$ cat config.mk
export PLATFORM = sky130hd
export DESIGN_NAME = lucl_clock_los
export DESIGN_NICKNAME = d
export VERILOG_FILES = /design/src/lucl_pkg.sv /design/src/lucl_clock_los.sv
export SDC_FILE = /design/constraint.sdc
export NUM_CORES = 1
export LEC_CHECK = 0
export BUFFER_PORTS_ARGS = -buffer_cell sky130_fd_sc_hd__buf_2
export CAP_MARGIN = 0
export CORE_MARGIN = 3
export CORE_UTILIZATION = 35
export CTS_CLUSTER_DIAMETER = 30
export DETAILED_ROUTE_END_ITERATION = 10
export GPL_ROUTABILITY_DRIVEN = 0
export PLACE_DENSITY = 0.61
export SKIP_LAST_GASP = 1
export SYNTH_ARGS = -nofsm -noshare
export SYNTH_HDL_FRONTEND = slang
export SYNTH_SLANG_ARGS = --single-unit
$ cat constraint.sdc
create_clock -name clk_sys_i -period 2.3 [get_ports clk_sys_i]
set_input_delay 0.345 -clock clk_sys_i [delete_from_list [all_inputs] [get_ports clk_sys_i]]
set_output_delay 0.345 -clock clk_sys_i [all_outputs]
set_load 0.01 [all_outputs]
$ cat src/lucl_pkg.sv
// Shared constants and types for the line unit clock and signal-loss control block.
package lucl_pkg;

  // Register port geometry.
  localparam int ADDR_W = 8;   // Byte address width of the register port.
  localparam int DATA_W = 32;  // Data width of the register port.

  // Register byte offsets.
  localparam logic [7:0] CTRL_OFS  = 8'h00;  // Control, read and write.
  localparam logic [7:0] STAT_OFS  = 8'h04;  // Live status, read only.
  localparam logic [7:0] ISTAT_OFS = 8'h08;  // Sticky event status, read only.
  localparam logic [7:0] IEN_OFS   = 8'h0C;  // Event enable, read and write.
  localparam logic [7:0] ICLR_OFS  = 8'h10;  // Event clear, write one to clear.

  // Control register layout, bit 0 is the last field.
  typedef struct packed {
    logic rclk_falling;               // Launch receive data on the falling edge.
    logic tx_hiz;                     // Force the line drivers to high impedance.
    logic hw_mode;                    // Hardware control mode.
    logic ref_mclk;                   // Master clock selected as transmit pattern reference.
    logic alarm_indication_signal;    // Send the alarm indication signal.
    logic automatic_all_ones_send;    // Automatic all ones send active.
    logic loopback_code_send;         // Send in-band loopback codes.
    logic prbs_send;                  // Send PRBS or QRSS pattern.
    logic all_zeros_send;             // Send all zeros.
    logic all_ones_send;              // Send all ones.
    logic dual_rail;                  // Dual rail receive interface.
    logic cdr_bypass;                 // Clock recovery bypassed.
    logic alarm_substitution_enable;  // Clock from master clock during signal loss.
  } lucl_ctrl_t;
  localparam int         CTRL_W   = 13;       // Width of the control register.
  localparam lucl_ctrl_t CTRL_RST = 13'h0000;  // Control value after reset.

  // Event bits, shared by sticky status, enable and clear registers.
  typedef struct packed {
    logic mclk_lost;     // Master clock has stopped.
    logic los_clear;     // Received signal came back.
    logic los_set;       // Received signal was lost.
    logic txclk_missing; // Transmit clock declared missing.
  } lucl_evt_t;
  localparam int        EVT_W   = 4;     // Width of the event registers.
  localparam lucl_evt_t EVT_RST = 4'h0;  // Event register value after reset.

  // Source of the receive clock output.
  typedef enum logic [1:0] {
    SRC_RECOVERED,
    SRC_MCLK,
    SRC_RAILS_XOR
  } lucl_rclk_src_t;

  // Bit positions of the synchronised input vector.
  localparam int SYN_MCLK = 0;  // Master reference clock.
  localparam int SYN_TXCK = 1;  // Transmit clock input.
  localparam int SYN_REC  = 2;  // Recovered clock.
  localparam int SYN_SLP  = 3;  // Positive rail slicer output.
  localparam int SYN_SLN  = 4;  // Negative rail slicer output.
  localparam int SYN_LOS  = 5;  // Signal-loss detector level.
  localparam int SYN_RXP  = 6;  // Decoded positive rail data.
  localparam int SYN_RXN  = 7;  // Decoded negative rail data.
  localparam int SYN_W    = 8;  // Width of the synchronised vector.

  // Timing.
  localparam int CLK_SYS_PERIOD_NS  = 8;     // System clock period.
  localparam int TXCLK_MISS_MCLK    = 70;    // Master clock cycles without a transmit edge.
  localparam int MCLK_LOSS_NS       = 2000;  // Least time without master clock edges.
  localparam int MCLK_LOSS_CYC      =
    (MCLK_LOSS_NS + CLK_SYS_PERIOD_NS - 1) / CLK_SYS_PERIOD_NS;  // Rounded up.

endpackage

$ cat src/lucl_clock_los.sv
// The placing of the registers and strobed register access were chosen for this implementation.
`timescale 1ns/1ns
// Function
// - Transmit clock missing after 70 steady master cycles
// - Missing transmit clock raises enabled interrupt
// - Receive clock at T1/J1 or E1 rate
// - Signal loss with substitution: receive clock from master
// - Recovery active: receive clock is recovered clock
// - Receive data launched on active receive edge
// - Bypass: receive clock is rail XOR
// - Master clock times recovery, attenuator, control port; the register port runs on clk_sys_i
// - Master reference times patterns and loopback codes
// - Automatic all ones and alarm always master
// - Hardware mode all ones and PRBS use master clock
// - Lost master clock tristates both line drivers
// - Loss output high while signal lost
// - Loss output returns low by itself
module lucl_clock_los (
  input  wire logic                        clk_sys_i,              // System clock.
  input  wire logic                        reset_n_i,              // Asynchronous reset.
  input  wire logic                        master_clock_i,         // Master reference clock.
  input  wire logic                        transmit_clock_in_i,    // Transmit clock pin.
  input  wire logic                        recovered_clock_i,      // Clock from recovery.
  input  wire logic                        slicer_positive_i,      // Positive slicer rail.
  input  wire logic                        slicer_negative_i,      // Negative slicer rail.
  input  wire logic                        los_detect_i,           // Signal-loss detector.
  input  wire logic                        rx_decoded_positive_i,  // Decoded positive data.
  input  wire logic                        rx_decoded_negative_i,  // Decoded negative data.
  input  wire logic                        tx_encoded_positive_i,  // Encoder positive pulse.
  input  wire logic                        tx_encoded_negative_i,  // Encoder negative pulse.
  input  wire logic [lucl_pkg::ADDR_W-1:0] reg_addr_i,             // Register address.
  input  wire logic [lucl_pkg::DATA_W-1:0] reg_wdata_i,            // Register write data.
  input  wire logic                        reg_write_i,            // Write strobe.
  input  wire logic                        reg_read_i,             // Read strobe.
  output logic      [lucl_pkg::DATA_W-1:0] reg_rdata_o,            // Read data, next cycle.
  output logic                             rclk_o,                 // Receive clock output.
  output logic                             rx_positive_rail_o,     // Receive data or rail.
  output logic                             rx_negative_rail_o,     // Negative receive rail.
  output logic                             los_o,                  // Loss of signal.
  output logic                             tx_line_positive_o,     // Positive driver data.
  output logic                             tx_line_positive_oe_o,  // Positive driver enable.
  output logic                             tx_line_negative_o,     // Negative driver data.
  output logic                             tx_line_negative_oe_o,  // Negative driver enable.
  output logic                             tx_ref_mclk_o,          // Transmit timed by master.
  output logic                             tx_bit_strobe_o,        // Transmit bit timing pulse.
  output logic                             mclk_tick_o,            // Master clock timing pulse.
  output logic                             irq_o                   // Interrupt, active high.
);

  // Widths of the two watchdog counters.
  localparam int TXC_W = $clog2(lucl_pkg::TXCLK_MISS_MCLK + 2);
  localparam int MLC_W = $clog2(lucl_pkg::MCLK_LOSS_CYC + 1);
  localparam logic [TXC_W-1:0] TXC_LIMIT = TXC_W'(lucl_pkg::TXCLK_MISS_MCLK);
  localparam logic [MLC_W-1:0] MLC_LIMIT = MLC_W'(lucl_pkg::MCLK_LOSS_CYC);

  // Detects a level change between two samples.
  function automatic logic changed(input logic cur, input logic prev);
    changed = cur ^ prev;
  endfunction

  // Detects a rising transition between two samples.
  function automatic logic rose(input logic cur, input logic prev);
    rose = cur & ~prev;
  endfunction

  logic [lucl_pkg::SYN_W-1:0]  sync1_reg;        // First synchroniser stage.
  logic [lucl_pkg::SYN_W-1:0]  sync2_reg;        // Second synchroniser stage.
  logic                        mclk_prev_reg;    // Previous master clock sample.
  logic                        txck_prev_reg;    // Previous transmit clock sample.
  logic [TXC_W-1:0]            txc_cnt_reg;      // Master rising edges since transmit edge.
  logic [MLC_W-1:0]            mlc_cnt_reg;      // System cycles since master edge.
  lucl_pkg::lucl_ctrl_t        ctrl_reg;         // Control register.
  lucl_pkg::lucl_evt_t         ists_reg;         // Sticky event status.
  lucl_pkg::lucl_evt_t         ien_reg;          // Event enable.
  logic                        miss_prev_reg;    // Previous missing level.
  logic                        lost_prev_reg;    // Previous master lost level.
  logic                        los_reg;          // Loss of signal output flop.
  logic                        rclk_reg;         // Receive clock output flop.
  logic                        rxp_reg;          // Positive receive data flop.
  logic                        rxn_reg;          // Negative receive data flop.
  logic                        txp_reg;          // Positive driver data flop.
  logic                        txn_reg;          // Negative driver data flop.
  logic                        tx_oe_reg;        // Driver enable flop.
  logic                        txref_reg;        // Transmit reference flop.
  logic                        txstb_reg;        // Transmit strobe flop.
  logic                        mtick_reg;        // Master tick flop.
  logic [lucl_pkg::DATA_W-1:0] rdata_reg;        // Read data flop.

  // Named views of the synchronised inputs.
  wire mclk_s  = sync2_reg[lucl_pkg::SYN_MCLK];
  wire txck_s  = sync2_reg[lucl_pkg::SYN_TXCK];
  wire rec_s   = sync2_reg[lucl_pkg::SYN_REC];
  wire slp_s   = sync2_reg[lucl_pkg::SYN_SLP];
  wire sln_s   = sync2_reg[lucl_pkg::SYN_SLN];
  wire los_s   = sync2_reg[lucl_pkg::SYN_LOS];
  wire rxp_s   = sync2_reg[lucl_pkg::SYN_RXP];
  wire rxn_s   = sync2_reg[lucl_pkg::SYN_RXN];

  // Edge and condition decode.
  wire mclk_rise   = rose(mclk_s, mclk_prev_reg);
  wire mclk_edge   = changed(mclk_s, mclk_prev_reg);
  wire txck_rise   = rose(txck_s, txck_prev_reg);
  wire txck_edge   = changed(txck_s, txck_prev_reg);
  wire txc_missing = txc_cnt_reg > TXC_LIMIT;
  wire mclk_lost   = mlc_cnt_reg >= MLC_LIMIT;
  wire sub_active  = los_s & ctrl_reg.alarm_substitution_enable;

  // Receive clock source: substitution first, then bypass, else recovered.
  lucl_pkg::lucl_rclk_src_t rclk_src;
  assign rclk_src = sub_active        ? lucl_pkg::SRC_MCLK :
                    ctrl_reg.cdr_bypass ? lucl_pkg::SRC_RAILS_XOR :
                                          lucl_pkg::SRC_RECOVERED;

  // Receive clock next value; the master clock already runs at the line rate.
  logic rclk_next;
  always_comb begin
    case (rclk_src)
      lucl_pkg::SRC_MCLK:      rclk_next = mclk_s;
      lucl_pkg::SRC_RAILS_XOR: rclk_next = slp_s ^ sln_s;
      lucl_pkg::SRC_RECOVERED: rclk_next = rec_s;
      default:                 rclk_next = rec_s;
    endcase
  end

  // Active edge of the receive clock as it is about to appear on the output.
  wire rx_launch = changed(rclk_next, rclk_reg) &
                   (rclk_next == ~ctrl_reg.rclk_falling);

  // Transmit patterns that may be timed from the master clock.
  wire pat_any  = ctrl_reg.all_ones_send | ctrl_reg.all_zeros_send |
                  ctrl_reg.prbs_send | ctrl_reg.loopback_code_send;
  wire ref_next = ctrl_reg.automatic_all_ones_send |
                  ctrl_reg.alarm_indication_signal |
                  (ctrl_reg.ref_mclk & pat_any) |
                  (ctrl_reg.hw_mode & (ctrl_reg.all_ones_send | ctrl_reg.prbs_send));

  // Events that set sticky status bits.
  lucl_pkg::lucl_evt_t evt;
  assign evt.txclk_missing = txc_missing & ~miss_prev_reg;
  assign evt.los_set       = rose(los_s, los_reg);
  assign evt.los_clear     = rose(los_reg, los_s);
  assign evt.mclk_lost     = mclk_lost & ~lost_prev_reg;

  // Register port decode.
  wire wr_ctrl = reg_write_i & (reg_addr_i == lucl_pkg::CTRL_OFS);
  wire wr_ien  = reg_write_i & (reg_addr_i == lucl_pkg::IEN_OFS);
  wire wr_iclr = reg_write_i & (reg_addr_i == lucl_pkg::ICLR_OFS);
  lucl_pkg::lucl_evt_t clr_mask;
  assign clr_mask = wr_iclr ? lucl_pkg::lucl_evt_t'(reg_wdata_i[lucl_pkg::EVT_W-1:0])
                            : lucl_pkg::EVT_RST;

  // Live status word: source, master lost, transmit missing, loss.
  wire [4:0] stat_word = {rclk_src, mclk_lost, txc_missing, los_reg};

  // Read multiplexer; unmapped addresses read zero.
  logic [lucl_pkg::DATA_W-1:0] rdata_next;
  always_comb begin
    rdata_next = '0;
    case (reg_addr_i)
      lucl_pkg::CTRL_OFS:  rdata_next = {{(lucl_pkg::DATA_W - lucl_pkg::CTRL_W){1'h0}}, ctrl_reg};
      lucl_pkg::STAT_OFS:  rdata_next = {{(lucl_pkg::DATA_W - 5){1'h0}}, stat_word};
      lucl_pkg::ISTAT_OFS: rdata_next = {{(lucl_pkg::DATA_W - lucl_pkg::EVT_W){1'h0}}, ists_reg};
      lucl_pkg::IEN_OFS:   rdata_next = {{(lucl_pkg::DATA_W - lucl_pkg::EVT_W){1'h0}}, ien_reg};
      default:             rdata_next = '0;
    endcase
  end

  // Two-stage synchronisers for the eight receive and clock inputs, plus edge history.
  always_ff @(posedge clk_sys_i or negedge reset_n_i) begin
    if (!reset_n_i) begin
      sync1_reg     <= '0;
      sync2_reg     <= '0;
      mclk_prev_reg <= 1'h0;
      txck_prev_reg <= 1'h0;
    end else begin
      sync1_reg     <= {rx_decoded_negative_i, rx_decoded_positive_i, los_detect_i,
                        slicer_negative_i, slicer_positive_i, recovered_clock_i,
                        transmit_clock_in_i, master_clock_i};
      sync2_reg     <= sync1_reg;
      mclk_prev_reg <= mclk_s;
      txck_prev_reg <= txck_s;
    end
  end

  // Counts master rising edges while the transmit clock holds still; saturates.
  always_ff @(posedge clk_sys_i or negedge reset_n_i) begin
    if (!reset_n_i) begin
      txc_cnt_reg <= '0;
    end else if (txck_edge) begin
      txc_cnt_reg <= '0;
    end else if (mclk_rise && !txc_missing) begin
      txc_cnt_reg <= txc_cnt_reg + TXC_W'(1);
    end
  end

  // Counts system cycles since the last master clock transition.
  always_ff @(posedge clk_sys_i or negedge reset_n_i) begin
    if (!reset_n_i) begin
      mlc_cnt_reg <= '0;
    end else if (mclk_edge) begin
      mlc_cnt_reg <= '0;
    end else if (!mclk_lost) begin
      mlc_cnt_reg <= mlc_cnt_reg + MLC_W'(1);
    end
  end

  // Control and enable registers, written by software.
  always_ff @(posedge clk_sys_i or negedge reset_n_i) begin
    if (!reset_n_i) begin
      ctrl_reg <= lucl_pkg::CTRL_RST;
      ien_reg  <= lucl_pkg::EVT_RST;
    end else begin
      if (wr_ctrl) ctrl_reg <= lucl_pkg::lucl_ctrl_t'(reg_wdata_i[lucl_pkg::CTRL_W-1:0]);
      if (wr_ien)  ien_reg  <= lucl_pkg::lucl_evt_t'(reg_wdata_i[lucl_pkg::EVT_W-1:0]);
    end
  end

  // Sticky events; a new event wins over a clear in the same cycle.
  always_ff @(posedge clk_sys_i or negedge reset_n_i) begin
    if (!reset_n_i) begin
      ists_reg      <= lucl_pkg::EVT_RST;
      miss_prev_reg <= 1'h0;
      lost_prev_reg <= 1'h0;
    end else begin
      ists_reg      <= (ists_reg & ~clr_mask) | evt;
      miss_prev_reg <= txc_missing;
      lost_prev_reg <= mclk_lost;
    end
  end

  // Receive side outputs: loss flag, receive clock and launched data.
  always_ff @(posedge clk_sys_i or negedge reset_n_i) begin
    if (!reset_n_i) begin
      los_reg  <= 1'h0;
      rclk_reg <= 1'h0;
      rxp_reg  <= 1'h0;
      rxn_reg  <= 1'h0;
    end else begin
      los_reg  <= los_s;
      rclk_reg <= rclk_next;
      if (rx_launch) begin
        rxp_reg <= rxp_s;
        rxn_reg <= ctrl_reg.dual_rail & rxn_s;
      end
    end
  end

  // Transmit side: driver data and enables, reference choice and timing pulses.
  always_ff @(posedge clk_sys_i or negedge reset_n_i) begin
    if (!reset_n_i) begin
      txp_reg   <= 1'h0;
      txn_reg   <= 1'h0;
      tx_oe_reg <= 1'h0;
      txref_reg <= 1'h0;
      txstb_reg <= 1'h0;
      mtick_reg <= 1'h0;
    end else begin
      txp_reg   <= tx_encoded_positive_i;
      txn_reg   <= tx_encoded_negative_i;
      tx_oe_reg <= ~mclk_lost & ~ctrl_reg.tx_hiz;
      txref_reg <= ref_next;
      txstb_reg <= ref_next ? mclk_rise : txck_rise;
      mtick_reg <= mclk_rise;
    end
  end

  // Register read data, valid the cycle after the read strobe.
  always_ff @(posedge clk_sys_i or negedge reset_n_i) begin
    if (!reset_n_i) begin
      rdata_reg <= '0;
    end else if (reg_read_i) begin
      rdata_reg <= rdata_next;
    end
  end

  // Output assignments.
  assign reg_rdata_o           = rdata_reg;
  assign rclk_o                = rclk_reg;
  assign rx_positive_rail_o    = rxp_reg;
  assign rx_negative_rail_o    = rxn_reg;
  assign los_o                 = los_reg;
  assign tx_line_positive_o    = txp_reg;
  assign tx_line_negative_o    = txn_reg;
  assign tx_line_positive_oe_o = tx_oe_reg;
  assign tx_line_negative_oe_o = tx_oe_reg;
  assign tx_ref_mclk_o         = txref_reg;
  assign tx_bit_strobe_o       = txstb_reg;
  assign mclk_tick_o           = mtick_reg;
  assign irq_o                 = |(ists_reg & ien_reg);
endmodule // lucl_clock_los

## After elaboration in Yosys (flattened, before gate mapping)

Cells that the tools add are included.
Widths: inputs -> output; s select.

| operators by class | value |
|---|---|
| bitwise operators | 39 |
| reductions and logical operators | 5 |
| add/subtract/negate cells | 2 |
| equality and inequality tests | 8 |
| muxes and demuxes | 10 |
| magnitude comparators | 2 |

Operators with widths:

| operator | count |
|---|---|
| $pmux 13 s4 | 1 |
| $eq 8x4->1 const B | 2 |
| $mux 8 | 2 |
| $and 1x1->1 | 15 |
| $mux 7 | 2 |
| $not 1->1 | 9 |
| $add 8x1->8 const B | 1 |
| $and 4x4->4 | 2 |
| $eq 8x3->1 const B | 1 |
| $eq 8x5->1 const B | 1 |
| $ge 8x8->1 const B | 1 |
| $logic_not 8->1 | 1 |
| $add 7x1->7 const B | 1 |
| $gt 7x7->1 const B | 1 |
| $or 1x1->1 | 7 |
| $mux 2 | 2 |
| $mux 4 | 1 |
| $not 4->4 | 1 |
| $or 4x4->4 | 1 |
| $reduce_or 4->1 | 1 |
| $xor 1x1->1 | 4 |
| $eq 2x1->1 const B | 1 |
| $eq 2x2->1 const B | 1 |
| $ne 2x2->1 const B | 1 |
| other kinds (6) | 6 |

| word-level totals | value |
|---|---|
| flip-flop bits (word level) | 98 |
| output and inout port bits | 44 |

## Depth between registers and ports, before layout

| logic depth | value |
|---|---|
| depth after elaboration | 7 |
| gate-level depth with buffers | 8 |
| mapped depth without buffers | 7 |

## Least setup slack after synthesis

OpenSTA, ideal clock, no wires.

| timing path | value |
|---|---|
| kind | input port to flip-flop |
| start point | input port reg_addr_i[0] (netlist bit) |
| end point | register ctrl_reg[10] (netlist bit) |
| buffers on the path | 1 |
| stages | 5 |
| path slack | 401 ps |
| arrival time | 1,774 ps |
| setup time | 125 ps |
| cells stage by stage | or4_4 > nor3_4 > and4bb_4 > buf_12 > mux2_4 |

| on the way | value |
|---|---|
| longest elaborated chain between the ends | 2 |

RTL lines:

| what | line | text |
|---|---|---|
| from (decl) | lucl_clock_los.sv:31 | `input wire logic [lucl_pkg::ADDR_W-1:0] reg_addr_i,` |
| $logic_not 8->1 | lucl_clock_los.sv:145 | `wire wr_ctrl = reg_write_i & (reg_addr_i == lucl_pkg::CTRL_OFS);` |
| $and 1x1->1 | lucl_clock_los.sv:145 |  |
| to (signal assigned) | lucl_clock_los.sv:210 | `ctrl_reg <= lucl_pkg::CTRL_RST;` |
| to (signal assigned) | lucl_clock_los.sv:213 | `if (wr_ctrl) ctrl_reg <= lucl_pkg::lucl_ctrl_t'(reg_wdata_i[lucl_pkg::CTRL_W-1:0]);` |
| to (decl) | lucl_clock_los.sv:72 | `lucl_pkg::lucl_ctrl_t ctrl_reg;` |

No other way between the ends.
A chain may end at the register's enable or synchronous reset.

## Worst setup path after layout

| timing path | value |
|---|---|
| start point | register mlc_cnt_reg[0] |
| end point | register rdata_reg (netlist bit reg_rdata_o[2]) |

| on the way | value |
|---|---|
| longest elaborated chain between the ends | 2 |

RTL lines:

| what | line | text |
|---|---|---|
| from (decl) | lucl_clock_los.sv:71 | `logic [MLC_W-1:0] mlc_cnt_reg;` |
| from (signal assigned) | lucl_clock_los.sv:203 | `mlc_cnt_reg <= mlc_cnt_reg + MLC_W'(1);` |
| $ge 8x8->1 | lucl_clock_los.sv:105 | `wire mclk_lost = mlc_cnt_reg >= MLC_LIMIT;` |
| net mclk_lost | lucl_clock_los.sv:105 |  |
| $pmux 13 s4 | lucl_clock_los.sv:159 | `case (reg_addr_i)` |
| to (signal assigned) | lucl_clock_los.sv:272 | `rdata_reg <= rdata_next;` |
| to (decl) | lucl_clock_los.sv:87 | `logic [lucl_pkg::DATA_W-1:0] rdata_reg;` |

The timed path passes the listed nets, and every way through them passes these cells.

==> flow_summary.toml <==
[cells_and_area]
n_antenna_cell = 0
finalNetCount = 396
nFillCells = 887
final_core_util_pct = 42.3
fin_area_um2 = 3950
final_layout_size_suffix_gt1_share_pct = 30.0
area_delta_synth_final_pct = 16.9
stdcell_count = 469

[clock_network]
cts_setup_buffers = 0
cts.path.max_buffers = 2
clock_latency_ns = 0.34
numCtsBuffers = 9
path_clk_slew_ns = 0.07
cts_htree_levels = 3
cts_tree = "built"
clock-sinks = 79
cts_root_buffer = "clkbuf_8"
cts_resized = 0

[yosys]
synth_xor_area_share_pct = 2.33
ys_ff_latch = 79
synth_ff_type = "dfrtp_1"
synth-edff-count = 0
synth_commonest_cells = "dfrtp_1, buf_4, nor2_1"
ys_warn_count = 0
yosys.area_share.simple_pct = 11.9
synth_top_area_share_pct = 58.5
ys_seq_area_share_pct = 58.5
synth_compound_area_share_pct = 8.30
synth_adder_area_share_pct = 2.22
yosysMostFrequentCell = "dfrtp_1"
synth.area.top_cells = "dfrtp_1, buf_4, mux2_4, mux2_2, a22o_1"
synth.avg_cell_area_um2 = 12.6
synth_area_leader_cell = "dfrtp_1"
syn_area_um2 = 3380
synth_top_family_by_area = "simple AND/OR/NAND/NOR gates"
muxShareOfSynthArea_pct = 9.89
netlist-cell-type-count = 43
netlist_instances = 268
synthArstFlopShare_pct = 100

[global_routing]
antenna_found_initial = 0
grt_pass1_vias = 2121
grt_pass1_wl_um = 10500
grt_max_degree = 48
grt_usage_pct = 12.1
overflow = 0

[timing]
hold_ws_ns = 0.104
drv_slew = 0
hold_viol_final = 0
setup_tns_ns = 0
setup_violations = 0
timing.final.ws_setup_ns = 0.414
skew_ns = 0.00568
min_period_ns = 1.89
clock.fmax_ghz = 0.530
period_share_pct = 82.0
rsz0062_at_grt = "no"

[flow_run]
drv_cap = 0

[route]
drcViolationCount = 0
vias = 2148
wl_per_cell_um = 13.4
ant_nets = 0
dr.pass1.iters = 4
via_per_inst = 4.58
drtIter0Drc = 81
drt-total-wl_um = 6270

[power_and_ir_drop]
power_density_nw_per_um2 = 676
ir_drop_mv = 0.298
power.total_mw = 2.67
leakagePower_nw = 1.97

[min_path]
hold_path_class = "input port to register"
min_delay_path_depth = 1

[critical_path]
critPathLaunch = "mlc_cnt_reg[0]"
arrival_ns = 2.14
critical_path.endpoint = "reg_rdata_o[2]"
cp-start-kind = "register"
ff2ff_path_depth = 7
worstReg2RegEnd = "reg_rdata_o[2]"
reg2reg_from = "mlc_cnt_reg[0]"
crit_type = "register to register"
reg2reg_slack_ns = 0.41
cp-end-kind = "register"
crit_fanout = 7
cp_data_required_time_ns = 2.56

[die]
die_area_um2 = 10900
die_y_um = 104
die_w_um = 104
coreArea_um2 = 9330
row_count = 35
start_util_pct = 36.2
design.portCount = 98

[placed_design]
dp_hpwl_um = 4560
dpl.cell_count = 453
dp_slack_ns = 0.176
port_buffers = 59
post_dp_cell_area_um2 = 3760

[status]
status = "finished clean"
[layer usage]
layer	GRT usage (%)	vias to the layer above	share of wire (%)
met5	0	-	0
met4	3.99	0	1.2
met3	4.47	8	6.3
met2	19.2	55	47
met1	15.2	1043	45
li1	-	1042	-
[critical path: stages (launching register included)]
cell and delay [ns]:
dfrtp_1 0.40, inv_1 0.10, ha_1 0.16, nor3_1 0.05, or3b_2 0.57, inv_1 0.23
nand3b_1 0.10, a32oi_1 0.20
[cells by family (layout without fill, tap and decap cells)]
group / count (synthesis) / after routing
buffers and inverters: 36 / 90
AO/OA/AOI/OAI: 39 / 39
XOR/XNOR: 9 / 9
other: 1 / 19
flip-flops: 79 / 79
adder cells (fa/ha/maj): 6 / 6
AND/OR/NAND/NOR: 72 / 72
multiplexers: 26 / 26
[layout make-up]
| class | count | area (µm²) | share of cell area [%] |
|---|---|---|---|
| inverters | 11 | 41.3 | 1.05 |
| multi-input cells | 171 | 1240 | 31.4 |
| flip-flops and latches | 79 | 1980 | 50.1 |
| clock inverters | 5 | 50.0 | 1.27 |
| clock buffers | 10 | 128 | 3.23 |
| well taps | 129 | 161 | 4.09 |
| repair buffers | 64 | 350 | 8.87 |
[worst min path at each step]
stage / end / start
floorplan: ctrl_reg[0] / reset_n_i
global placement: sync1_reg[7] / reset_n_i
detailed placement: sync1_reg[7] / reset_n_i
CTS: sync1_reg[6] / rx_decoded_positive_i
global route: sync1_reg[3] / slicer_positive_i
finish: sync1_reg[3] / slicer_positive_i
[power breakdown]
group          total, mW  switching, mW  internal (mW)
registers           1.48         0.0406           1.44
logic              0.230          0.130          0.100
clock network      0.953          0.465          0.488
[layout by cell type (no fill, tap or decap), types with 2 or more instances in the layout]
master	netlist	layout
nor4b_1	2	2
ha_1	6	6
inv_1	11	11
nor3_4	2	2
clkbuf_8	0	9
xnor2_1	6	6
buf_2	0	58
a22o_1	9	9
mux2_2	9	9
nand3b_1	3	3
nand2_1	16	16
a31oi_1	5	5
a22oi_1	2	2
and2_1	7	7
a32oi_1	2	2
and3_1	3	3
conb_1	1	19
nor3_1	2	2
buf_4	20	4
nand3_1	8	8
dfrtp_1	79	79
nor2b_1	2	2
a21oi_1	5	5
xor2_1	3	3
nor2_1	19	19
mux2i_1	6	6
o21ai_0	6	6
mux2_4	10	10
nand4_1	2	2
o2bb2ai_1	4	4
clkinv_2	0	4
[repair_timing]
item                                    4_1_cts  5_1_grt
hold buffers                                  1        0
endpoints found under the setup margin        0        0
hold endpoints to repair                     32        0
Note: power is estimated with default switching activity, not from simulation.
